**src/verilog/qpc_pkg.sv**
```systemverilog
// shared constants, types and register map of the quad pwm channel block
package qpc_pkg;

  localparam int unsigned NUM_CH       = 4;
  localparam int unsigned CNT_W        = 10;
  localparam int unsigned CFG_W        = 12;
  localparam int unsigned CFG_PER_CH   = 3;
  localparam int unsigned ADDR_W       = 8;

  // register map, byte addresses
  localparam logic [ADDR_W-1:0] OFF_CH_INIT   = 8'h00;
  localparam logic [ADDR_W-1:0] OFF_CH_TOGGLE = 8'h04;
  localparam logic [ADDR_W-1:0] OFF_CH_COUNT  = 8'h08;
  localparam logic [ADDR_W-1:0] OFF_CH_STRIDE = 8'h10;
  localparam logic [ADDR_W-1:0] OFF_CONFIG    = 8'h40;

  // field positions inside one channel's slice of the config word
  localparam int unsigned CFG_EN_BIT    = 0;
  localparam int unsigned CFG_CLK_BIT   = 1;
  localparam int unsigned CFG_PHASE_BIT = 2;

  // values after reset
  localparam logic [CNT_W-1:0] INIT_RST   = 10'h000;
  localparam logic [CNT_W-1:0] TOGGLE_RST = 10'h1FF;
  localparam logic [CFG_W-1:0] CONFIG_RST = 12'h000;

  // timing: the low-power peripheral rate derived from mclk
  localparam int unsigned MCLK_HZ       = 100_000_000;
  localparam int unsigned LPO_HZ        = 128_000;
  localparam int unsigned LPO_DIV       = MCLK_HZ / LPO_HZ;
  localparam int unsigned SLOW_DIV      = 8;

  localparam logic [1:0] RESP_OKAY   = 2'h0;
  localparam logic [1:0] RESP_SLVERR = 2'h2;

  typedef logic [CNT_W-1:0] qpc_count_t;

  typedef struct packed {
    logic phase_inv;
    logic slow_sel;
    logic enable;
  } qpc_chan_cfg_s;

endpackage

```
**src/verilog/qpc_channel.sv**
```systemverilog
// one pwm channel: reloading up-counter, toggle compare and phase control
`timescale 1ns/1ps
module qpc_channel (
  input  wire logic                  mclk,
  input  wire logic                  reset,
  input  wire qpc_pkg::qpc_chan_cfg_s cfg,
  input  wire logic                  fast_tick,
  input  wire logic                  slow_tick,
  input  wire qpc_pkg::qpc_count_t   init_val,
  input  wire qpc_pkg::qpc_count_t   toggle_val,
  output qpc_pkg::qpc_count_t        count,
  output logic                       pad
);
  import qpc_pkg::*;

  localparam qpc_count_t CNT_MAX = '1;

  qpc_count_t cnt_reg;
  logic       level_reg;
  logic       pad_reg;
  logic       step;

  assign step  = cfg.enable & (cfg.slow_sel ? slow_tick : fast_tick);
  assign count = cnt_reg;
  assign pad   = pad_reg;

  always_ff @(posedge mclk or posedge reset) begin
    if (reset) begin
      cnt_reg <= INIT_RST;
    end else if (!cfg.enable) begin
      cnt_reg <= init_val;
    end else if (step) begin
      if (cnt_reg == toggle_val || cnt_reg == CNT_MAX) begin
        cnt_reg <= init_val;
      end else begin
        cnt_reg <= cnt_reg + 10'h001;
      end
    end
  end

  always_ff @(posedge mclk or posedge reset) begin
    if (reset) begin
      level_reg <= 1'b0;
    end else if (!cfg.enable) begin
      level_reg <= 1'b0;
    end else if (step && cnt_reg == toggle_val) begin
      level_reg <= ~level_reg;
    end
  end

  // phase change is an inversion so it takes effect without a restart
  always_ff @(posedge mclk or posedge reset) begin
    if (reset) begin
      pad_reg <= 1'b0;
    end else begin
      pad_reg <= level_reg ^ cfg.phase_inv;
    end
  end
endmodule

```
**src/verilog/qpc_top.sv**
```systemverilog
// quad pwm channels with an axi4-lite register slave and pad drivers
//
// Contract
// - four independent channels, each own counter and compares
// - per-channel 10-bit initial value, read/write
// - per-channel 10-bit toggle value, read/write
// - per-channel counter readable, writes ignored
// - one shared 12-bit config word with enables
// - config selects each channel's counting clock
// - config changes each channel's output phase
// - outputs reach four fixed pads only
// - low-power clock requested only while enabled
`timescale 1ns/1ps
module qpc_top #(
  parameter int unsigned LPO_DIVIDE = qpc_pkg::LPO_DIV
) (
  input  wire logic                       mclk,
  input  wire logic                       reset,
  input  wire logic                       awvalid,
  output logic                            awready,
  input  wire logic [qpc_pkg::ADDR_W-1:0] awaddr,
  input  wire logic [2:0]                 awprot,
  input  wire logic                       wvalid,
  output logic                            wready,
  input  wire logic [31:0]                wdata,
  input  wire logic [3:0]                 wstrb,
  output logic                            bvalid,
  input  wire logic                       bready,
  output logic [1:0]                      bresp,
  input  wire logic                       arvalid,
  output logic                            arready,
  input  wire logic [qpc_pkg::ADDR_W-1:0] araddr,
  input  wire logic [2:0]                 arprot,
  output logic                            rvalid,
  input  wire logic                       rready,
  output logic [31:0]                     rdata,
  output logic [1:0]                      rresp,
  output logic                            lpo_clk_req,
  output logic                            wave_pad_a,
  output logic                            wave_pad_b,
  output logic                            wave_pad_dual_bonded,
  output logic                            wave_pad_d
);
  import qpc_pkg::*;

  if (LPO_DIVIDE < 2 || LPO_DIVIDE > 65536) begin : g_bad_divide
    $error("LPO_DIVIDE out of range");
  end

  qpc_count_t       init_reg   [NUM_CH];
  qpc_count_t       toggle_reg [NUM_CH];
  qpc_count_t       count_w    [NUM_CH];
  logic [CFG_W-1:0] cfg_reg;
  qpc_chan_cfg_s    ch_cfg     [NUM_CH];
  logic [NUM_CH-1:0] pad_w;
  logic [NUM_CH-1:0] en_w;

  // ---------------- axi4-lite write side
  logic              aw_full_reg;
  logic              w_full_reg;
  logic [ADDR_W-1:0] aw_addr_reg;
  logic [31:0]       w_data_reg;
  logic [3:0]        w_strb_reg;
  logic              awready_reg;
  logic              wready_reg;
  logic              bvalid_reg;
  logic [1:0]        bresp_reg;
  logic              commit;
  logic              wr_is_ch;
  logic [1:0]        wr_ch;
  logic [15:0]       wr_merge_init;
  logic [15:0]       wr_merge_tog;
  logic [15:0]       wr_merge_cfg;

  function automatic logic [15:0] merge16(input logic [15:0] old_v,
                                          input logic [31:0] data,
                                          input logic [3:0]  strb);
    merge16 = {strb[1] ? data[15:8] : old_v[15:8], strb[0] ? data[7:0] : old_v[7:0]};
  endfunction

  assign commit   = aw_full_reg & w_full_reg & ~bvalid_reg;
  assign wr_is_ch = aw_addr_reg[7:6] == 2'b00;
  assign wr_ch    = aw_addr_reg[5:4];
  assign wr_merge_init = merge16({6'h00, init_reg[wr_ch]}, w_data_reg, w_strb_reg);
  assign wr_merge_tog  = merge16({6'h00, toggle_reg[wr_ch]}, w_data_reg, w_strb_reg);
  assign wr_merge_cfg  = merge16({4'h0, cfg_reg}, w_data_reg, w_strb_reg);

  // address and data are captured independently, in either order
  always_ff @(posedge mclk or posedge reset) begin
    if (reset) begin
      aw_full_reg <= 1'b0;
      awready_reg <= 1'b1;
      aw_addr_reg <= '0;
    end else if (awvalid && awready_reg) begin
      aw_full_reg <= 1'b1;
      awready_reg <= 1'b0;
      aw_addr_reg <= awaddr;
    end else if (bvalid_reg && bready) begin
      aw_full_reg <= 1'b0;
      awready_reg <= 1'b1;
    end
  end

  always_ff @(posedge mclk or posedge reset) begin
    if (reset) begin
      w_full_reg <= 1'b0;
      wready_reg <= 1'b1;
      w_data_reg <= '0;
      w_strb_reg <= '0;
    end else if (wvalid && wready_reg) begin
      w_full_reg <= 1'b1;
      wready_reg <= 1'b0;
      w_data_reg <= wdata;
      w_strb_reg <= wstrb;
    end else if (bvalid_reg && bready) begin
      w_full_reg <= 1'b0;
      wready_reg <= 1'b1;
    end
  end

  always_ff @(posedge mclk or posedge reset) begin
    if (reset) begin
      bvalid_reg <= 1'b0;
      bresp_reg  <= RESP_OKAY;
    end else if (commit) begin
      bvalid_reg <= 1'b1;
      // counter word is mapped but read-only, so a write there is accepted and dropped
      if ((wr_is_ch && aw_addr_reg[3:2] != 2'b11) || aw_addr_reg[7:2] == OFF_CONFIG[7:2]) begin
        bresp_reg <= RESP_OKAY;
      end else begin
        bresp_reg <= RESP_SLVERR;
      end
    end else if (bvalid_reg && bready) begin
      bvalid_reg <= 1'b0;
    end
  end

  // ---------------- register storage
  for (genvar n = 0; n < NUM_CH; n++) begin : g_regs
    always_ff @(posedge mclk or posedge reset) begin
      if (reset) begin
        init_reg[n]   <= INIT_RST;
        toggle_reg[n] <= TOGGLE_RST;
      end else if (commit && wr_is_ch && wr_ch == 2'(n)) begin
        if (aw_addr_reg[3:2] == OFF_CH_INIT[3:2]) begin
          init_reg[n] <= wr_merge_init[CNT_W-1:0];
        end
        if (aw_addr_reg[3:2] == OFF_CH_TOGGLE[3:2]) begin
          toggle_reg[n] <= wr_merge_tog[CNT_W-1:0];
        end
      end
    end
  end

  always_ff @(posedge mclk or posedge reset) begin
    if (reset) begin
      cfg_reg <= CONFIG_RST;
    end else if (commit && aw_addr_reg[7:2] == OFF_CONFIG[7:2]) begin
      cfg_reg <= wr_merge_cfg[CFG_W-1:0];
    end
  end

  // ---------------- axi4-lite read side
  logic        arready_reg;
  logic        rvalid_reg;
  logic [31:0] rdata_reg;
  logic [1:0]  rresp_reg;
  logic [31:0] rd_mux;
  logic [1:0]  rd_resp;

  always_comb begin
    rd_mux  = 32'h0000_0000;
    rd_resp = RESP_OKAY;
    if (araddr[7:6] == 2'b00) begin
      unique case (araddr[3:2])
        OFF_CH_INIT[3:2]:   rd_mux = {22'h00_0000, init_reg[araddr[5:4]]};
        OFF_CH_TOGGLE[3:2]: rd_mux = {22'h00_0000, toggle_reg[araddr[5:4]]};
        OFF_CH_COUNT[3:2]:  rd_mux = {22'h00_0000, count_w[araddr[5:4]]};
        default:            rd_resp = RESP_SLVERR;
      endcase
    end else if (araddr[7:2] == OFF_CONFIG[7:2]) begin
      rd_mux = {20'h0_0000, cfg_reg};
    end else begin
      rd_resp = RESP_SLVERR;
    end
  end

  always_ff @(posedge mclk or posedge reset) begin
    if (reset) begin
      arready_reg <= 1'b1;
      rvalid_reg  <= 1'b0;
      rdata_reg   <= 32'h0000_0000;
      rresp_reg   <= RESP_OKAY;
    end else if (arvalid && arready_reg) begin
      arready_reg <= 1'b0;
      rvalid_reg  <= 1'b1;
      rdata_reg   <= rd_mux;
      rresp_reg   <= rd_resp;
    end else if (rvalid_reg && rready) begin
      arready_reg <= 1'b1;
      rvalid_reg  <= 1'b0;
    end
  end

  // ---------------- low-power peripheral clock, modelled as an mclk enable
  logic        clk_req_reg;
  logic [15:0] lpo_cnt_reg;
  logic        tick_reg;
  logic [2:0]  slow_cnt_reg;
  logic        slow_tick_reg;

  for (genvar n = 0; n < NUM_CH; n++) begin : g_cfg
    assign ch_cfg[n].enable    = cfg_reg[n*CFG_PER_CH + CFG_EN_BIT];
    assign ch_cfg[n].slow_sel  = cfg_reg[n*CFG_PER_CH + CFG_CLK_BIT];
    assign ch_cfg[n].phase_inv = cfg_reg[n*CFG_PER_CH + CFG_PHASE_BIT];
    assign en_w[n]             = ch_cfg[n].enable;
  end

  always_ff @(posedge mclk or posedge reset) begin
    if (reset) begin
      clk_req_reg <= 1'b0;
    end else begin
      clk_req_reg <= |en_w;
    end
  end

  // divider only runs while the clock is requested, mirroring a gated oscillator
  always_ff @(posedge mclk or posedge reset) begin
    if (reset) begin
      lpo_cnt_reg <= 16'h0000;
      tick_reg    <= 1'b0;
    end else if (!clk_req_reg) begin
      lpo_cnt_reg <= 16'h0000;
      tick_reg    <= 1'b0;
    end else if (lpo_cnt_reg == 16'(LPO_DIVIDE - 1)) begin
      lpo_cnt_reg <= 16'h0000;
      tick_reg    <= 1'b1;
    end else begin
      lpo_cnt_reg <= lpo_cnt_reg + 16'h0001;
      tick_reg    <= 1'b0;
    end
  end

  always_ff @(posedge mclk or posedge reset) begin
    if (reset) begin
      slow_cnt_reg  <= 3'h0;
      slow_tick_reg <= 1'b0;
    end else if (!clk_req_reg) begin
      slow_cnt_reg  <= 3'h0;
      slow_tick_reg <= 1'b0;
    end else begin
      slow_tick_reg <= tick_reg && slow_cnt_reg == 3'(SLOW_DIV - 1);
      if (tick_reg) begin
        slow_cnt_reg <= slow_cnt_reg + 3'h1;
      end
    end
  end

  // ---------------- channels and pads
  for (genvar n = 0; n < NUM_CH; n++) begin : g_ch
    qpc_channel u_ch (
      .mclk       (mclk),
      .reset      (reset),
      .cfg        (ch_cfg[n]),
      .fast_tick  (tick_reg),
      .slow_tick  (slow_tick_reg),
      .init_val   (init_reg[n]),
      .toggle_val (toggle_reg[n]),
      .count      (count_w[n]),
      .pad        (pad_w[n])
    );
  end

  // fixed routing, channel n to pad n; the dual-bonded pad drives whichever pin is used
  assign wave_pad_a           = pad_w[0];
  assign wave_pad_b           = pad_w[1];
  assign wave_pad_dual_bonded = pad_w[2];
  assign wave_pad_d           = pad_w[3];

  assign awready     = awready_reg;
  assign wready      = wready_reg;
  assign bvalid      = bvalid_reg;
  assign bresp       = bresp_reg;
  assign arready     = arready_reg;
  assign rvalid      = rvalid_reg;
  assign rdata       = rdata_reg;
  assign rresp       = rresp_reg;
  assign lpo_clk_req = clk_req_reg;
endmodule

```
**config.mk**
```make
export PLATFORM = sky130hd
export DESIGN_NAME = qpc_top
export DESIGN_NICKNAME = d
export VERILOG_FILES = /design/src/verilog/qpc_pkg.sv /design/src/verilog/qpc_channel.sv /design/src/verilog/qpc_top.sv
export SDC_FILE = /design/constraint.sdc
export NUM_CORES = 1
export LEC_CHECK = 0
export BUFFER_PORTS_ARGS = -buffer_cell sky130_fd_sc_hd__buf_2
export CAP_MARGIN = 0
export CORE_MARGIN = 4
export CORE_UTILIZATION = 55
export DETAILED_ROUTE_END_ITERATION = 8
export GPL_ROUTABILITY_DRIVEN = 0
export PLACE_DENSITY = 0.75
export SLEW_MARGIN = 40
export SYNTH_ARGS = -nofsm -noshare
export SYNTH_HDL_FRONTEND = slang
export SYNTH_SLANG_ARGS = --single-unit
export TNS_END_PERCENT = 30
```
**constraint.sdc**
```tcl
create_clock -name mclk -period 6.7 [get_ports mclk]
set_input_delay 0 -clock mclk [delete_from_list [all_inputs] [get_ports mclk]]
set_output_delay 0 -clock mclk [all_outputs]
set_load 0.1 [all_outputs]
```
; Yosys cells after proc, flatten, opt, wreduce, memory -nomap -nowiden
; Index checks and enable logic that the tools add are counted.
[word_totals]
input_bits = 65
output_inout_bits = 46
regBits = 227
[classes]
n_eq_ne = 28
addsub = 6
reduce_logical = 43
bitwise_logic = 17
order_cmp = 2
mux = 68
[ops]
columns = operator, n
row1 = 10-bit two-way mux, 22
row2 = 10-bit binary-select mux with 2-bit select, 5
row3 = "10-bit by 1-bit adder with 10-bit output, second input constant", 4
row4 = 10-bit equality test, 4
row5 = "10-bit equality test, second input constant", 4
row6 = 16-bit two-way mux, 2
row7 = 32-bit two-way mux, 1
row8 = 10-bit case mux with 3 select lines, 1
row9 = 1-bit two-way mux, 26
row10 = 2-bit AND reduction, 10
row11 = "2-bit by 1-bit != test with 1-bit output, second input constant", 9
row12 = 1-bit logical AND, 17
row13 = "16-bit by 1-bit adder with 16-bit output, second input constant", 1
row14 = "16-bit by 10-bit equality test with 1-bit output, second input constant", 1
row15 = 8-bit two-way mux, 2
row16 = "6-bit by 5-bit equality test with 1-bit output, second input constant", 2
row17 = 12-bit two-way mux, 1
row18 = 2-bit two-way mux, 6
row19 = 2-bit zero test, 5
row20 = 2-bit nonzero test, 4
row21 = 1-bit AND, 6
row22 = "2-bit by 1-bit equality test with 1-bit output, second input constant", 3
row23 = "2-bit equality test, second input constant", 3
row24 = "3-bit >= comparator, second input constant", 2
row25 = other kinds (10), 23

; Logic depth before layout (Yosys ltp)
; Gate-level depths: netlist of run 1.
[logic_depth]
ltp_word = 6
depth_mapped = 9
mapped_depth_nobuf = 7

; By module
; From an unflattened synthesis of run 1, not the netlist that was laid out.
[hier_totals]
cells_unflattened = 1056
area_unflattened_um2 = 11761.3
[modules_own_cells]
columns = mod, cells_per_inst, area_per_inst_um2, instances
row1 = qpc_top, 624, 8082.8, 1
row2 = qpc_channel, 108, 919.6, 4

; Least setup slack after synthesis of run 1
; Ideal clock, no wire load.
[synth_timing]
path_kind = register -> register
start = register bvalid_reg (netlist: bvalid)
end = register toggle_reg[9] in the netlist's numbering
setup_slack_ns = 4.469
t_arrival_ns = 2.094
synth_period_minus_slack_ns = 2.231
setup_time_ns = 0.137
path_stages_with_launch = 6
path_buffers = 1
required_ns = 6.563
path_cell_list = dfrtp_1 -> nand3b_1 -> nor4_1 -> and3_1 -> clkbuf_1 -> a21oi_1
[synth_between]
elab_chain_len = 5
[synth_lines]
columns = item, line_no
row1 = start: declaration, qpc_top.sv:66  ; logic bvalid_reg;
row2 = start signal: assignment, qpc_top.sv:123  ; bvalid_reg <= 1'b0;
row3 = start signal: assignment, qpc_top.sv:126  ; bvalid_reg <= 1'b1;
row4 = start signal: assignment, qpc_top.sv:134  ; bvalid_reg <= 1'b0;
row5 = 1-bit inverter, qpc_top.sv:81  ; assign commit = aw_full_reg & w_full_reg & ~bvalid_reg;
row6 = 1-bit AND, qpc_top.sv:81
row7 = 1-bit logical AND (2 in series), qpc_top.sv:144  ; end else if (commit && wr_is_ch && wr_ch == 2'(n)) begin
row8 = 2-bit AND reduction (no source line), n/a
row9 = end signal: indexed assignment, qpc_top.sv:149  ; toggle_reg[n] <= wr_merge_tog[CNT_W-1:0];
row10 = end: declaration, qpc_top.sv:51  ; qpc_count_t toggle_reg [NUM_CH];
; No other way between the ends.
; A chain may end at the register's enable or synchronous reset.

; Worst setup path in the final report of run 1
[layout_timing]
start = register bvalid_reg (netlist: bvalid)
end = register init_reg[14] in the netlist's numbering
[layout_between]
elab_chain_len = 5
[layout_lines]
columns = item, line_no
row1 = 1-bit inverter, qpc_top.sv:81
row2 = 1-bit AND, qpc_top.sv:81
row3 = 1-bit logical AND (2 in series), qpc_top.sv:144
row4 = 2-bit AND reduction (no source line), n/a
row5 = end signal: indexed assignment, qpc_top.sv:146  ; init_reg[n] <= wr_merge_init[CNT_W-1:0];
row6 = end: declaration, qpc_top.sv:50  ; qpc_count_t init_reg [NUM_CH];
; No other way between the ends.

==> metrics.md, run 1 <==
| Metric | Value |
|---|---|
| Reg power frac | `40.2%` |
| Die ar. | `0.02249 sq mm` |
| Switching Fraction | `43.31%` |
| CTS Buf Count | `22` |
| PortBufs | `56` |
| Worst-skew pair later-pin latency | `0.51 ns` |
| Internal power | `3.262 mW` |
| Seq cells post-synth | `203` |
| Post-synth ARST share | `100.0%` |
| Setup violators final | `0` |
| Fmax | `403.0 MHz` |
| I/O pin total | `111` |
| CTS sink count | `203` |
| Peak VDD IR | `0.0001754 V` |
| Routed vias | `8,585` |
| Antenna Cells | `0` |
| H-tree levels | `1` |
| Post-Synthesis Cells | `1,059` |
| Leak | `5.538 nW` |
| Startpoint Class | `register` |
| Hold path startpoint | `araddr[2]` |
| Max Clock Skew | `0.008524 ns` |
| Clock-pin slew on the worst setup and hold paths | `0.06 ns` |
| CP required | `7.13 ns` |
| Total gr overflow | `0` |
| P_sw | `2.491 mW` |
| Core area | `0.01965 sq mm` |
| Run status | `completed` |
| Cell Rows | `51` |
| Commonest non-fill, non-tap cell in the layout | `dfrtp_1` |
| DR iter-0 viols | `778` |
| Clock tree buffer depth | `3` |
| Cell area after synthesis | `0.01109 sq mm` |
| RSZ-0062 raised after global routing | `false` |
| Clock tree root driver cell | `clkbuf_16` |
| Die Y | `150.0 um` |
| Sequential cell area | `0.005129 sq mm` |
| Max-Slew Margin vs Limit | `39.50%` |
| Worst Tran Pin Value | `0.9056 ns` |
| Clock power frac | `21.4%` |
| Vias per cell | `6.132` |
| Worst setup path start | `bvalid$_DFFE_PP0P_` |
| Most used DFF post-synth | `dfrtp_1` |
| Commonest non-fill, non-tap cells in the layout | `dfrtp_1, nor2_1, nand2_1` |
| Sequential-to-total area share from yosys stat | `46.26%` |
| Slew Limit Fails | `0` |
| EDFF count, synth | `0` |
| CTS tree | `done` |
| Pwr dens | `460.2 mW/mm^2` |
| Period utilisation layout | `37.03%` |
| Hold Crit Class | `primary input to register` |
| Max FO, Critical Path | `20` |
| # DRC | `0` |
| Synth Warn # | `0` |
| Critical path class | `register to register` |
| Post-layout util | `63.60%` |
| Crit end category | `register` |
| First-pass GRT wire length | `47,020 um` |
| Antenna violations before repair | `0` |
| Pre-antenna DRT Iters | `5` |
| Largest net degree at the start of global routing | `134` |
| Max-cap violations | `0` |
| Avg Cell Area, Syn | `10.47 sq um` |
| Arr. time, crit path | `2.91 ns` |
| Setup TNS | `0 ns` |
| Area occupied by multi-input gates | `0.005549 sq mm` |
| Number of distinct library cells after synthesis | `63` |
| Placed insts | `1,327` |
| Combinational Power Share | `38.4%` |
| Wirelength, routed | `29,950 um` |
| Cell Count, Final, Fillers Out | `1,400` |
| Horiz. Die Dim | `150.0 um` |
| Avg WL per Cell | `21.39 um` |
| Final min period | `2.481 ns` |
| Post-route ant nets | `0` |
| Final Hold Fails | `0` |
| Layout area overhead | `12.76%` |
| Fin nets | `1,192` |
| Total GRT Usage | `26.96%` |
| Vias in the first global route | `8,498` |
| Layout cells sized above 1 | `20.53%` |
| Initial Util | `56.40%` |
| FILL cells | `1,519` |
| Reg2Reg Launch Point | `bvalid$_DFFE_PP0P_` |
| Final HPWL DP | `20,910 um` |
-- power by group through the flow --
stage,sequential (mW),combinational [mW],clock [mW]
global route,2.35,2.39,1.29
detailed placement,2.31,2.16,0
floorplan,2.40,1.46,0
CTS,2.29,2.19,1.24
finish,2.31,2.21,1.23
global placement,2.29,2.09,0
-- routing by layer --
layer  track usage (%)  part of all wire [%]  routed length [um]
met5                 0                     0                   0
met4             12.35                   4.9                1464
met3             5.148                   8.4                2520
met2             41.47                    46               13690
met1             37.34                    41               12270
-- critical path, cell delays in order (launching register included) --
cell      delay [ns]
dfrtp_1         0.41
nand3b_1        0.27
nor4_1          0.35
nand2b_1        0.34
nor3b_4         0.77
nor2_1          0.10
a21oi_1         0.15
-- path summary, 6_finish.rpt --
check / to / slack, ns / depth (start not counted)
setup reg to reg: init_reg[14]$_DFFE_PP0P_ / 4.22 / 6
hold reg to reg: rdata[11]$_DFFE_PP0P_ / 0.47 / 2
hold / removal: rresp[1]$_DFFE_PP0P_ / 0.07 / 3
setup / recovery: init_reg[14]$_DFFE_PP0P_ / 4.22 / 6
min in group asynchronous: lpo_cnt_reg[14]$_DFF_PP0_ / 0.18 / 3
max in group asynchronous: toggle_reg[9]$_DFFE_PP0P_ / 5.44 / 4
-- through the flow --
| step | hold WS [ns] | setup slack (ns) | cell area (sq um) | power [mW] |
|---|---|---|---|---|
| 2_1_floorplan | 0.05826 | 1.225 | 11160 | 3.862 |
| 3_3_place_gp | 0.1559 | 4.025 | 11380 | 4.385 |
| 3_5_place_dp | 0.1618 | 4.315 | 11430 | 4.466 |
| 4_1_cts | 0.06918 | 4.269 | 12490 | 5.726 |
| 5_1_grt | 0.08785 | 4.031 | 12500 | 6.036 |
| 6_report | 0.07269 | 4.219 | 12500 | 5.753 |
-- timing repair --
action                    4_1_cts  5_1_grt
setup buffers                   0        0
hold endpoints to repair      156        0
hold buffers                   32        0
gates resized for setup         0        0
-- synth_stat cells, types with 4 or more instances --
cell type / instances / share of area, %
dfrtp_1: 164 / 37
nor2_1: 120 / 4.1
nand2_1: 116 / 3.9
a21oi_1: 77 / 3.5
o21ai_0: 57 / 2.6
mux2i_1: 55 / 5.0
xor2_1: 50 / 4.0
mux4_2: 45 / 9.1
dfstp_2: 39 / 9.2
mux2_2: 32 / 3.3
clkbuf_1: 30 / 1.0
buf_4: 28 / 1.9
nand3_1: 28 / 1.3
inv_1: 21 / 0.71
a22oi_1: 16 / 1.1
and3_1: 15 / 0.85
nor4_1: 14 / 0.79
buf_2: 13 / 0.59
nand4_1: 11 / 0.62
a221oi_1: 10 / 0.79
nor3_1: 9 / 0.41
o22ai_1: 9 / 0.51
xnor2_1: 9 / 0.71
ha_1: 8 / 0.90
and2_1: 7 / 0.40
buf_6: 6 / 0.61
a31oi_1: 5 / 0.28
or3_1: 5 / 0.28
a221o_1: 4 / 0.36
o21ai_1: 4 / 0.18
-- area by class of cell --
| type | count | share of cell area [%] |
|---|---|---|
| tap | 265 | 2.652 |
| timing repair buffer | 95 | 5.285 |
| multi-input combinational | 776 | 44.39 |
| clock inverter | 8 | 0.5605 |
| clock buffer | 32 | 5.355 |
| inverter | 21 | 0.7307 |
| sequential | 203 | 41.03 |
-- cell families after synthesis --
group,count (synthesis),synth area share [%]
AND/OR/NAND/NOR,348,14.36
AO/OA/AOI/OAI,204,10.98
flip-flops,203,46.26
multiplexers,134,17.73
buffers and inverters,101,4.921
XOR/XNOR,60,4.808
adder cells (fa/ha/maj),8,0.9030
other,1,0.03383
(Power assumes the default switching activity.)
==> run 2: changes to the inputs <==
--- a/config.mk
+++ b/config.mk
@@ -5,13 +5,14 @@
 export SDC_FILE = /design/constraint.sdc
 export NUM_CORES = 1
 export LEC_CHECK = 0
+export ABC_AREA = 1
 export BUFFER_PORTS_ARGS = -buffer_cell sky130_fd_sc_hd__buf_2
 export CAP_MARGIN = 0
 export CORE_MARGIN = 4
 export CORE_UTILIZATION = 55
 export DETAILED_ROUTE_END_ITERATION = 8
 export GPL_ROUTABILITY_DRIVEN = 0
-export PLACE_DENSITY = 0.75
+export PLACE_DENSITY = 0.78
 export SLEW_MARGIN = 40
 export SYNTH_ARGS = -nofsm -noshare
 export SYNTH_HDL_FRONTEND = slang
==> constraint.sdc (replaced) <==
create_clock -name mclk -period 2.2 [get_ports mclk]
set_input_delay 0 -clock mclk [delete_from_list [all_inputs] [get_ports mclk]]
set_output_delay 0 -clock mclk [all_outputs]
set_load 0.1 [all_outputs]
==> run 2 against run 1 <==
  * Worst setup slack worse by 4.1 ns
  * Synthesized cell count up 61%
  * Clock power increased to 3.4 times the previous value
  * Utilization rose by 0.67 points
  * Worst hold slack worse by 0.030 ns
  * Register-to-register slack worse by 4.1 ns
  * Final cell count up 50%
  * Sequential power rose to 2.6 times the previous value
  * Clock-buffer cell count down 1
  * Critical endpoint is now w_data_reg[8]$_DFFE_PP0P_
==> metrics.md, run 2 <==
| Metric | Value |
|---|---|
| Cell Rows | `54` |
| Fmax | `473.1 MHz` |
| Hold Crit Class | `primary input to register` |
| I/O pin total | `111` |
| Peak VDD IR | `0.001348 V` |
| Core area | `0.02189 sq mm` |
| Combinational Power Share | `44.7%` |
| Pre-antenna DRT Iters | `6` |
| Clock power frac | `22.8%` |
| Arr. time, crit path | `2.51 ns` |
| Sequential-to-total area share from yosys stat | `41.87%` |
| Die ar. | `0.02472 sq mm` |
| Post-Synthesis Cells | `1,705` |
| Leak | `6.751 nW` |
| Post-CTS Setup Repair Bufs | `0` |
| Slew Limit Fails | `0` |
| EDFF count, synth | `0` |
| Clock tree buffer depth | `3` |
| Final Hold Fails | `0` |
| Avg Cell Area, Syn | `7.184 sq um` |
| Final HPWL DP | `27,420 um` |
| Critical path class | `register to register` |
| Avg WL per Cell | `18.60 um` |
| Horiz. Die Dim | `157.2 um` |
| Wirelength, routed | `39,020 um` |
| Worst Tran Pin Value | `0.5900 ns` |
| Total GRT Usage | `31.54%` |
| Setup TNS | `0 ns` |
| Layout area overhead | `14.88%` |
| Total gr overflow | `0` |
| Layout cells sized above 1 | `13.09%` |
| Die Y | `157.2 um` |
| PortBufs | `56` |
| Routed vias | `12.19k` |
| Commonest cells in the synthesized netlist | `nand2_1, inv_1, dfrtp_1` |
| Period utilisation layout | `96.07%` |
| CTS sink count | `203` |
| Switching Fraction | `48.30%` |
| Vias per cell | `5.812` |
| Synth area leader | `dfrtp_1` |
| Pwr dens | `1316 mW/mm^2` |
| Sequential cell area | `0.005129 sq mm` |
| H-tree levels | `1` |
| Clock tree root driver cell | `clkbuf_16` |
| # DRC | `0` |
| Seq cells post-synth | `203` |
| Number of distinct library cells after synthesis | `41` |
| Top-area cell type share of the netlist area | `33.51%` |
| Final min period | `2.114 ns` |
| Most used DFF post-synth | `dfrtp_1` |
| Commonest non-fill, non-tap cells in the layout | `nand2_1, inv_1, dfrtp_1` |
| Worst-skew pair later-pin latency | `0.53 ns` |
| CP required | `2.60 ns` |
| First-pass GRT wire length | `60,990 um` |
| Run status | `completed` |
| Post-synth ARST share | `100.0%` |
| Setup Slack @ Placement | `0.2911 ns` |
| Largest net degree at the start of global routing | `90` |
| Initial Util | `55.95%` |
| Vias in the first global route | `11.33k` |
| Reg power frac | `32.4%` |
| FILL cells | `1,816` |
| Cell area after synthesis | `0.01225 sq mm` |
| Count leader, synth | `nand2_1` |
| DR iter-0 viols | `1,772` |
| Clock-pin slew on the worst setup and hold paths | `0.06 ns` |
| Antenna violations before repair | `0` |
| Post-route ant nets | `0` |
| Max FO, Critical Path | `9` |
| Startpoint Class | `register` |
| Area occupied by multi-input gates | `0.005968 sq mm` |
| RSZ-0062 raised after global routing | `false` |
| Commonest non-fill, non-tap cell in the layout | `nand2_1` |
| Max-Slew Margin vs Limit | `60.62%` |
| Fin nets | `1,873` |
| Antenna Cells | `0` |
| CTS Buf Count | `24` |
| Synth area leaders | `dfrtp_1, nand2_1, dfstp_2, inv_1, o21ai_0` |
| Setup violators final | `0` |
| Max Clock Skew | `0.01169 ns` |
| Crit end category | `register` |
| Pwr Total | `18.52 mW` |
| Synth Warn # | `0` |
| Setup ws final | `0.08643 ns` |
| Max-cap violations | `0` |
| Internal power | `9.574 mW` |
| CTS tree | `done` |
| P_sw | `8.944 mW` |
[run 2: cell count changes after synthesis, sizes merged, moves of 22 or more]
cell   change
nand2    +482
inv      +164
o21ai    +108
nand3     +98
mux2i     -55
mux4      -46
mux2      -29
xor2      -22
[run 2: routing by layer]
| layer | vias up | GRT usage, % | part of all wire, % |
|---|---|---|---|
| li1 | 5604 | - | - |
| met1 | 5622 | 42.92 | 37 |
| met2 | 780 | 48.73 | 45 |
| met3 | 187 | 5.609 | 11 |
| met4 | 0 | 15.94 | 6.4 |
| met5 | - | 0 | 0 |
[run 2: path summary, 6_finish.rpt]
| check | to | slack, ns | cells after the start | from |
|---|---|---|---|---|
| min in group asynchronous | toggle_reg[34]$_DFFE_PP1P_ | 0.18 | 3 | reset |
| setup reg to reg | w_data_reg[8]$_DFFE_PP0P_ | 0.09 | 6 | wready$_DFFE_PP1P_ |
| hold / removal | rdata[7]$_DFFE_PP0P_ | 0.04 | 6 | araddr[3] |
| setup / recovery | w_data_reg[8]$_DFFE_PP0P_ | 0.09 | 6 | wready$_DFFE_PP1P_ |
| max in group asynchronous | arready$_DFFE_PP1P_ | 1.49 | 4 | reset |
| hold reg to reg | rdata[11]$_DFFE_PP0P_ | 0.49 | 2 | rdata[11]$_DFFE_PP0P_ |
[run 2: final cells by class]
cell class                 count  area share, %
inverter                     191          5.122
clock inverter                13          1.058
tap                          280          2.490
clock buffer                  31          4.962
sequential                   203          36.45
multi-input combinational   1242          42.42
timing repair buffer         138          7.505
[run 2: cell families after synthesis]
group           after synthesis  share of synthesized area (%)
mux                           4                         0.3677
other cells                   1                        0.03062
fa+ha+maj                     8                         0.8173
simple gates                865                          29.26
compound gates              296                          14.23
xor+xnor                     47                          3.361
buf+inv                     281                          10.06
flops                       203                          41.87
[run 2: worst max-delay path, cell delays in order, from the launching register on]
cell           delay (ns)
dfstp_2              0.55
nand2_2              0.07
buf_6                0.14
nor2_1               0.08
dlygate4sd3_1        0.55
a21oi_1              0.04
dlygate4sd3_1        0.56
[run 2: repair_timing]
action / CTS / global route
endpoints found under the setup margin: 0 / 4
gates resized for setup: 0 / 5
endpoints found under the hold margin: 209 / 0
hold buffers: 45 / 0
[run 2: power by group through the flow]
| stage | combinational, mW | clock, mW | sequential (mW) |
|---|---|---|---|
| 4_1_cts | 8.04 | 4.25 | 5.93 |
| 5_1_grt | 8.88 | 4.42 | 6.10 |
| 6_report | 8.28 | 4.23 | 6.01 |
| 2_1_floorplan | 4.73 | 0 | 6.79 |
| 3_3_place_gp | 7.69 | 0 | 5.94 |
| 3_5_place_dp | 7.85 | 0 | 5.97 |
[run 2: through the flow]
step                std cells  util [%]  cell area, sq um  hold WS, ns
finish                   2098     64.28             14070      0.04311
global route             2098     64.28             14070      0.07018
CTS                      2099     64.25             14070      0.02946
detailed placement       2010     58.33             12770       0.1731
global placement         2010     58.33             12770       0.1677
floorplan                1726         -             12330      0.09645
